==> src/fif_pkg.sv <==
// package: field layout, access constants and carriers of the fault injection feature register
package fif_pkg;

   localparam int unsigned FIF_REG_W      = 64;
   localparam int unsigned FIF_ADDR_W     = 64;
   localparam int unsigned FIF_MM_AW      = 16;
   localparam int unsigned FIF_SEL_W      = 16;

   // memory-mapped placement: base plus one stride per record
   localparam logic [FIF_MM_AW-1:0] FIF_MM_BASE   = 16'h0800;
   localparam logic [FIF_MM_AW-1:0] FIF_MM_STRIDE = 16'h0040;

   // capability bit positions
   localparam int unsigned FIF_B_OF  = 0;
   localparam int unsigned FIF_B_UC  = 1;
   localparam int unsigned FIF_B_UEU = 2;
   localparam int unsigned FIF_B_UER = 3;
   localparam int unsigned FIF_B_UEO = 4;
   localparam int unsigned FIF_B_DE  = 5;
   localparam int unsigned FIF_B_CEL = 6;
   localparam int unsigned FIF_B_CEH = 7;
   localparam int unsigned FIF_B_CI  = 8;
   localparam int unsigned FIF_B_ER  = 9;
   localparam int unsigned FIF_B_PN  = 10;
   localparam int unsigned FIF_B_AV  = 11;

   localparam logic [FIF_REG_W-1:0] FIF_REG_ZERO = 64'h0000_0000_0000_0000;
   localparam logic [FIF_ADDR_W-1:0] FIF_ADDR_RST = 64'h0000_0000_0000_0000;

   // corrected-error generation field codes
   localparam logic [1:0] FIF_GEN_NONE    = 2'h0;
   localparam logic [1:0] FIF_GEN_NONSPEC = 2'h1;
   localparam logic [1:0] FIF_GEN_RSVD    = 2'h2;
   localparam logic [1:0] FIF_GEN_TRPER   = 2'h3;

   // corrected-error codes as recorded in status
   typedef enum logic [1:0] {
      FIF_CE_NONE      = 2'b00,
      FIF_CE_TRANSIENT = 2'b01,
      FIF_CE_NONSPEC   = 2'b10,
      FIF_CE_PERSIST   = 2'b11
   } fif_ce_e;

   // one recorded injected error
   typedef struct packed {
      logic                  valid;
      logic [FIF_ADDR_W-1:0] accAddr;
      logic                  normPn;
      logic                  normEr;
      logic                  normCi;
      fif_ce_e               ceCode;
   } fif_inj_s;

   // injection control register fields
   typedef struct packed {
      logic addrValid;
      logic poisonFlag;
      logic abortSignaledFlag;
      logic critFlag;
      logic overflowFlag;
   } fif_ctl_s;

   // software clear strobes on status
   typedef struct packed {
      logic addrValid;
      logic valid;
      logic overflowFlag;
   } fif_clr_s;

   typedef struct packed {
      logic    addrValid;
      logic    valid;
      logic    poisonFlag;
      logic    abortSignaledFlag;
      logic    critFlag;
      logic    overflowFlag;
      fif_ce_e ce;
   } fif_status_s;

endpackage

==> src/fif_feature_reg.sv <==
// module: read-only fault injection capability register and the status recording it steers
`timescale 1ns/10ps

module fif_feature_reg
   import fif_pkg::*;
#(
   parameter int unsigned REC_INDEX  = 0,
   parameter bit          CAP_AV     = 1'b1,
   parameter bit          AV_FORCE   = 1'b0,
   parameter bit          AV0_UPDATE = 1'b1,
   parameter bit          CAP_PN     = 1'b1,
   parameter bit          CAP_ER     = 1'b1,
   parameter bit          CAP_CI     = 1'b1,
   parameter bit          CAP_OF     = 1'b1,
   parameter logic [1:0]  CAP_CE     = 2'h3,
   parameter bit          CAP_DE     = 1'b1,
   parameter bit          CAP_UEO    = 1'b1,
   parameter bit          CAP_UER    = 1'b1,
   parameter bit          CAP_UEU    = 1'b1,
   parameter bit          CAP_UC     = 1'b1,
   parameter bit          SUP_PN     = 1'b1,
   parameter bit          SUP_ER     = 1'b1,
   parameter bit          SUP_CI     = 1'b1,
   parameter bit          SUP_OF     = 1'b1,
   parameter bit          SUP_CE     = 1'b1,
   parameter bit          SUP_DE     = 1'b1,
   parameter bit          SUP_UEO    = 1'b1,
   parameter bit          SUP_UER    = 1'b1,
   parameter bit          SUP_UEU    = 1'b1,
   parameter bit          SUP_UC     = 1'b1,
   parameter bit          EXTENDED_FEATURE_FLAG        = 1'b1
) (
   input  wire logic                  clk,
   input  wire logic                  rstn,
   input  wire logic                  mmSel,
   input  wire logic                  mmWe,
   input  wire logic [FIF_MM_AW-1:0]  mmAddr,
   input  wire logic [FIF_REG_W-1:0]  mmWdata,
   output logic      [FIF_REG_W-1:0]  mmRdata,
   output logic                       mmRvalid,
   input  wire logic                  sysRd,
   input  wire logic [FIF_SEL_W-1:0]  sysSel,
   output logic      [FIF_REG_W-1:0]  sysRdata,
   output logic                       sysRvalid,
   input  wire fif_inj_s              inj,
   input  wire fif_ctl_s              ctl,
   input  wire fif_clr_s              clr,
   input  wire logic                  addrWr,
   input  wire logic [FIF_ADDR_W-1:0] addrWdata,
   output fif_status_s                status,
   output logic      [FIF_ADDR_W-1:0] errAddr,
   output logic                       ctlAvReadsOne,
   output logic                       addrWritable,
   output logic      [5:0]            extSupport
);

   // effective capability bits, masked by node support
   localparam bit EFF_PN = CAP_PN & SUP_PN;
   localparam bit EFF_ER = CAP_ER & SUP_ER;
   localparam bit EFF_CI = CAP_CI & SUP_CI;
   localparam bit EFF_OF = CAP_OF & SUP_OF;
   localparam logic [1:0] EFF_CE =
      (SUP_CE && CAP_CE != FIF_GEN_RSVD) ? CAP_CE : FIF_GEN_NONE;
   localparam bit EFF_DE  = CAP_DE & SUP_DE;
   localparam bit EFF_UEO = CAP_UEO & SUP_UEO;
   localparam bit EFF_UER = CAP_UER & SUP_UER;
   localparam bit EFF_UEU = CAP_UEU & SUP_UEU;
   localparam bit EFF_UC  = CAP_UC & SUP_UC;

   localparam logic [FIF_MM_AW-1:0] MM_OFF =
      FIF_MM_BASE + FIF_MM_STRIDE * FIF_MM_AW'(REC_INDEX);
   localparam logic [FIF_SEL_W-1:0] SEL_ID = FIF_SEL_W'(REC_INDEX);

   typedef struct packed {
      logic [FIF_REG_W-1:0]  mmRdata;
      logic                  mmRvalid;
      logic [FIF_REG_W-1:0]  sysRdata;
      logic                  sysRvalid;
      fif_status_s           status;
      logic [FIF_ADDR_W-1:0] addr;
   } fif_state_s;

   logic [FIF_REG_W-1:0] capVal;
   fif_state_s           st_q;
   fif_state_s           st_d;
   logic                 mmHit;
   logic                 rec;
   logic                 ceOk;
   logic                 avSet;
   logic                 avNew;

   // bits above the address capability read as zero
   always_comb begin
      capVal           = FIF_REG_ZERO;
      capVal[FIF_B_AV] = CAP_AV;
      capVal[FIF_B_PN] = EFF_PN;
      capVal[FIF_B_ER] = EFF_ER;
      capVal[FIF_B_CI] = EFF_CI;
      capVal[FIF_B_CEH:FIF_B_CEL] = EFF_CE;
      capVal[FIF_B_DE]  = EFF_DE;
      capVal[FIF_B_UEO] = EFF_UEO;
      capVal[FIF_B_UER] = EFF_UER;
      capVal[FIF_B_UEU] = EFF_UEU;
      capVal[FIF_B_UC]  = EFF_UC;
      capVal[FIF_B_OF]  = EFF_OF;
   end

   assign mmHit = mmSel && (mmAddr == MM_OFF);
   assign rec   = inj.valid;

   // only codes that the generation field allows get recorded
   always_comb begin
      unique case (EFF_CE)
         FIF_GEN_NONSPEC: ceOk = (inj.ceCode == FIF_CE_NONSPEC);
         FIF_GEN_TRPER:   ceOk = (inj.ceCode == FIF_CE_TRANSIENT) ||
                                 (inj.ceCode == FIF_CE_PERSIST);
         default:         ceOk = 1'b0;
      endcase
   end

   // address flag on a record, per address capability
   always_comb begin
      if (CAP_AV) begin
         avSet = 1'b1;
         avNew = AV_FORCE ? 1'b1 : ctl.addrValid;
      end else begin
         avSet = AV0_UPDATE;
         avNew = 1'b1;
      end
   end

   always_comb begin
      st_d = st_q;
      // register reads; writes land nowhere
      st_d.mmRvalid  = mmSel && !mmWe;
      st_d.mmRdata   = (mmHit && !mmWe) ? capVal : FIF_REG_ZERO;
      st_d.sysRvalid = sysRd;
      st_d.sysRdata  = (sysRd && sysSel == SEL_ID) ? capVal : FIF_REG_ZERO;

      // software clears first; a record in the same cycle overrides them, except the address flag clear when avSet is low
      if (clr.addrValid) begin
         st_d.status.addrValid = 1'b0;
      end
      if (clr.overflowFlag) begin
         st_d.status.overflowFlag = 1'b0;
      end
      if (clr.valid) begin
         st_d.status.valid             = 1'b0;
         st_d.status.poisonFlag        = 1'b0;
         st_d.status.abortSignaledFlag = 1'b0;
         st_d.status.critFlag          = 1'b0;
         st_d.status.ce                = FIF_CE_NONE;
      end
      if (addrWr && !st_q.status.addrValid && !rec) begin
         st_d.addr = addrWdata;
      end

      if (rec) begin
         st_d.status.valid = 1'b1;
         if (avSet) begin
            st_d.status.addrValid = avNew;
         end
         if (!CAP_AV && AV0_UPDATE) begin
            st_d.addr = inj.accAddr;
         end
         st_d.status.poisonFlag = EFF_PN ? ctl.poisonFlag : inj.normPn;
         st_d.status.abortSignaledFlag =
            EFF_ER ? ctl.abortSignaledFlag : inj.normEr;
         st_d.status.critFlag = EFF_CI ? ctl.critFlag : inj.normCi;
         // normal overflow: set if a record was already held
         st_d.status.overflowFlag = EFF_OF ? ctl.overflowFlag :
            (st_q.status.valid | st_q.status.overflowFlag);
         st_d.status.ce = ceOk ? inj.ceCode : FIF_CE_NONE;
      end
   end

   always_ff @(posedge clk or negedge rstn) begin
      if (!rstn) begin
         st_q <= '0;
      end else begin
         st_q <= st_d;
      end
   end

   assign mmRdata       = st_q.mmRdata;
   assign mmRvalid      = st_q.mmRvalid;
   assign sysRdata      = st_q.sysRdata;
   assign sysRvalid     = st_q.sysRvalid;
   assign status        = st_q.status;
   assign errAddr       = st_q.addr;
   assign ctlAvReadsOne = CAP_AV && AV_FORCE;
   assign addrWritable  = CAP_AV && !st_q.status.addrValid;
   assign extSupport    = EXTENDED_FEATURE_FLAG ? {SUP_CE, SUP_DE, SUP_UEO, SUP_UER, SUP_UEU, SUP_UC}
                              : 6'h00;
endmodule // fif_feature_reg

==> config.mk <==
export PLATFORM = sky130hd
export DESIGN_NAME = fif_feature_reg
export DESIGN_NICKNAME = d
export VERILOG_FILES = /design/src/fif_pkg.sv /design/src/fif_feature_reg.sv
export SDC_FILE = /design/constraint.sdc
export NUM_CORES = 1
export LEC_CHECK = 0
export ABC_AREA = 0
export BUFFER_PORTS_ARGS = -buffer_cell sky130_fd_sc_hd__buf_2
export CAP_MARGIN = 20
export CORE_AREA = 2 2 176 178
export DETAILED_ROUTE_END_ITERATION = 7
export DIE_AREA = 0 0 178 180
export GPL_ROUTABILITY_DRIVEN = 0
export PLACE_DENSITY = 0.42
export SETUP_SLACK_MARGIN = 0.4
export SLEW_MARGIN = 20
export SYNTH_ARGS = -nofsm -noshare
export SYNTH_HDL_FRONTEND = slang
export SYNTH_SLANG_ARGS = --single-unit
==> constraint.sdc <==
create_clock -name clk -period 1.4 [get_ports clk]
set_input_delay 0.14 -clock clk [delete_from_list [all_inputs] [get_ports clk]]
set_output_delay 0.14 -clock clk [all_outputs]
set_load 0.02 [all_outputs]
Yosys cells after proc, flatten, opt, wreduce, memory -nomap -nowiden
Index checks and enable logic that the tools add are counted.
- bits in registers: 98
- bits of input ports: 244
- output and inout bits: 210
- equal/unequal tests: 3
- muxes and demuxes: 8
- reductions and logical operators: 14
- operators by type and width (cell ; number):
    two-way mux 12 bit ; 2
    equality test 16 x 12 -> 1 bit (second input constant) ; 1
    zero test 16 bit ; 1
    two-way mux 8 bit ; 1
    logical AND 1 bit ; 6
    nonzero test 2 bit ; 3
    two-way mux 2 bit ; 2
    two-way mux 4 bit ; 1
    zero test 1 bit ; 3
    equality test 2 x 1 -> 1 bit (second input constant) ; 1
    equality test 2 bit (second input constant) ; 1
    two-way mux 1 bit ; 2
    logical OR 1 bit ; 1

Depth between registers and ports, before layout
- depth in word-level cells: 4
- depth in mapped cells: 4

Least setup slack after synthesis
No wires, ideal clock.
- kind: reg2reg
- from: reg st_q (netlist bit status[7])
- to: reg st_q (netlist bit errAddr[0])
- data arrival time: 1295 ps
- path slack: -20 ps
- stages on the path, launching flop included: 5
- path buffers: 2
- clock period less this slack: 1420 ps
- cells stage by stage: dfrtp_1 -> nor3b_2 -> buf_6 -> buf_12 -> mux2_4
- cells in the longest elaborated chain, start to end: 3
- RTL lines (item ; RTL line ; RTL):
    from (decl) ; fif_feature_reg.sv:84 ; fif_state_s st_q;
    from (signal assigned) ; fif_feature_reg.sv:181 ; st_q <= st_d;
    zero test 1 bit ; fif_feature_reg.sv:154 ; if (addrWr && !st_q.status.addrValid && !rec) begin
    logical AND 1 bit (2 in a row) ; fif_feature_reg.sv:154 ;
No other way between the ends.
A chain may end at the register's enable or synchronous reset.

Worst setup path in the final report
- from: reg st_q (netlist bit status[7])
- to: reg st_q (netlist bit errAddr[14])
Same word-level chain as after synthesis.

==> summary.md <==
| Metric | Value |
|---|---|
| Status | `complete, but fails checks` |
| Failing checks | `setup timing` |
| CP Cell Sequence | `nor3b_4 > buf_12 > buf_12 > mux2_4` |
| Endpoint type of the worst setup path | `register` |
| DIE AREA | `between 30000 and 40000 sq um` |
| Placeable Area | `30200 sq um` |
| Port bufs | `roughly 210` |
| GRT overflow | `0` |
| Delay-heaviest family, CP | `flip-flops` |
| Die width | `around 180 microns` |
| Final min period | `around 1500 ps` |
| Worst Tran Pin Value | `between 500 and 600 ps` |
| LEAKAGE | `3.34 nW` |
| CP Max Fanout | `11` |
| Hpwl dp | `6.91 mm` |
| Post-Syn Area per Cell | `13.4 sq um` |
| Cell row count | `64` |
| Endpoints failing setup | `54` |
| Clock latency on the worst-skew pair | `around 350 ps` |
| Fin. Hold Viols | `0` |
| Buf+Inv Stages, Crit Path | `2` |
| Yosys reg bits | `76` |
| CP startpoint kind | `register` |
| Cell area after synthesis | `~4200 sq um` |
| WL final | `10.3 mm` |
| Max IR drop VDD | `434 uV` |
| Met3 wire length | `998 microns` |
| Post-synth cell types | `21` |
| Antenna Violating Nets Remaining | `0` |
| Max Root-Sink Buffers | `2` |
| Met2 Routed Length | `~5.3 mm` |
| GRT Total Usage | `6.17%` |
| Pwr Density | `1200 nW/um^2` |
| CTS tree | `yes` |
| Number of DRC markers in iteration 0 | `32` |
| Pwr Total | `7.98 mW` |
| RR Startpoint | `status[7]` |
| Synth Warn # | `0` |
| Crit. Startpoint | `status[7]` |
| Setup_tns | `-1550 ps` |
| Period Utilization, post-route | `104%` |
| Cts bufs inserted | `9` |
| Min-delay src | `addrWdata[18]` |
| Global-route wire length before repair | `14.8 mm` |
| Area Overhead vs Synth | `59.0%` |
| Initial antenna violation count | `0` |
| HP Class | `input port to register` |
| Clk sinks | `76` |
| WL/cell | `10.6 microns` |
| Fin. max-slew vios | `0` |
| Post-Layout Cell Count | `977` |
| H-tree Lvls | `3` |
| Placed Instance Area | `5170 sq um` |
| Design area | `~6600 sq um` |
| Final core occ | `22.0%` |
| Num ports | `about 450` |
| Final net count | `820` |
| Max Cap Viol | `0` |
| Clock skew | `about 7.6 ps` |
| Pin count of the biggest net entering global routing | `77` |
| CP arrival | `1680 ps` |
| Peak Freq | `roughly 700 MHz` |
| DRC Markers | `0` |
| WP data required | `around 1600 ps` |
| Critical Path Max Stage Delay | `410 ps` |
| CP max stage cell | `dfrtp_2` |
| Die height | `180 microns` |
| Slew headroom | `65.3%` |
| WL met1 | `3.85 mm` |
| Number of global-route vias before repair | `2799` |
| Initial core utilization | `13.8%` |
| Clock-pin slew on the worst setup and hold paths | `70 ps` |
| Sequential area share after synthesis | `a little under half` |
| Clk root buf | `clkbuf_16` |
| Dpl cells | `around 900` |
| Hold slack | `about 22 ps` |
| DR pass1 iterations | `4` |
| Vias per cell | `2.96` |
| Critical Path Most Common Cell | `buf_12` |
| Unrepaired setup endpoints after global routing | `yes` |
| Fraction of layout cells with a size suffix above 1 | `61.6%` |
| Worst slack at placement | `-116 ps` |
| Total number of vias | `2891` |
| Inserted Diodes | `0` |
| Post-synthesis cell count | `approximately 310` |
| Worst setup margin | `-59.8 ps` |
| DR top layer | `met4` |
| Setup Crit Path Kind | `register to register` |
==> kinds of logic (layout without fill, tap and decap cells) <==
family	Yosys count	in the layout	synth area share [%]
other	2	111	0.180
buffers and inverters	143	304	27.3
AO/OA/AOI/OAI	8	8	1.65
multiplexers	64	64	22.7
AND/OR/NAND/NOR	18	18	2.58
flip-flops	76	76	45.6
==> flip-flops by register name (all words and copies together), names as in the netlist <==
signal / cells
sysRvalid: 1
mmRvalid: 1
mmRdata: 1
errAddr: 64
status: 8
sysRdata: 1
==> cell type report <==
class	count	area, sq um
clock buffers	10	229
clock inverters	6	41.3
fillers	3257	23600
inverters	2	10.0
multi-input cells	201	1560
flip-flops and latches	76	1910
well taps	396	495
repair buffers	286	2390
==> metal layers <==
metal	vias up	track usage, %
li1	1317	-
met1	1374	6.64
met2	186	10.7
met3	14	2.54
met4	0	2.43
met5	-	0
==> path summary, 6_finish.rpt <==
path	cells past startpoint	to	slack [ps]
worst min register to register	1	status[6]	520
max in group asynchronous	3	mmRdata[10]	630
worst max-delay path	4	errAddr[14]	-60
worst min-delay path	2	errAddr[18]	20
min in group asynchronous	3	errAddr[17]	300
worst max register to register	4	errAddr[14]	-60
==> where the power goes <==
part,leakage [nW],switching (mW),internal [mW]
combinational,2.31,1.28,1.64
sequential,0.901,0.286,2.58
clock,0.124,0.998,1.20
total,3.34,2.56,5.42
==> cell usage in the layout (no fill, tap or decap), drive strengths merged <==
cell,Yosys,routed
clkbuf,1,11
nand2,2,2
nor4,6,6
inv,2,2
clkinv,0,3
conb,2,111
nor4b,2,2
clkinvlp,0,3
a32o,1,1
nand3,1,1
nor3b,1,1
nand4,1,1
dfrtp,76,76
buf,140,272
nor2,4,4
dlygate4sd3,0,13
a21o,1,1
mux2,64,64
o31ai,1,1
a22o,5,5
nor2b,1,1
==> synthesized netlist by cell type, drive strengths merged <==
| library cell | count | area (sq um) |
|---|---|---|
| nand4 | 1 | 6.26 |
| nor2 | 4 | 15.0 |
| nor4b | 2 | 17.5 |
| nor2b | 1 | 6.26 |
| dfrtp | 76 | 1900 |
| buf | 140 | 1130 |
| nand2 | 2 | 7.51 |
| o31ai | 1 | 7.51 |
| a32o | 1 | 10.0 |
| inv | 2 | 7.51 |
| nor3b | 1 | 12.5 |
| a21o | 1 | 7.51 |
| conb | 2 | 7.51 |
| mux2 | 64 | 946 |
| nor4 | 6 | 37.5 |
| a22o | 5 | 43.8 |
| clkbuf | 1 | 3.75 |
| nand3 | 1 | 5.00 |
==> what timing repair did <==
item                       4_1_cts  5_1_grt
gates resized for setup        213        8
hold endpoints to repair        84        1
setup endpoints to repair      163      164
setup buffers                   24       22
gates cloned                     0        1
hold buffers                    12        1
Note: power is estimated with default switching activity, not from simulation.
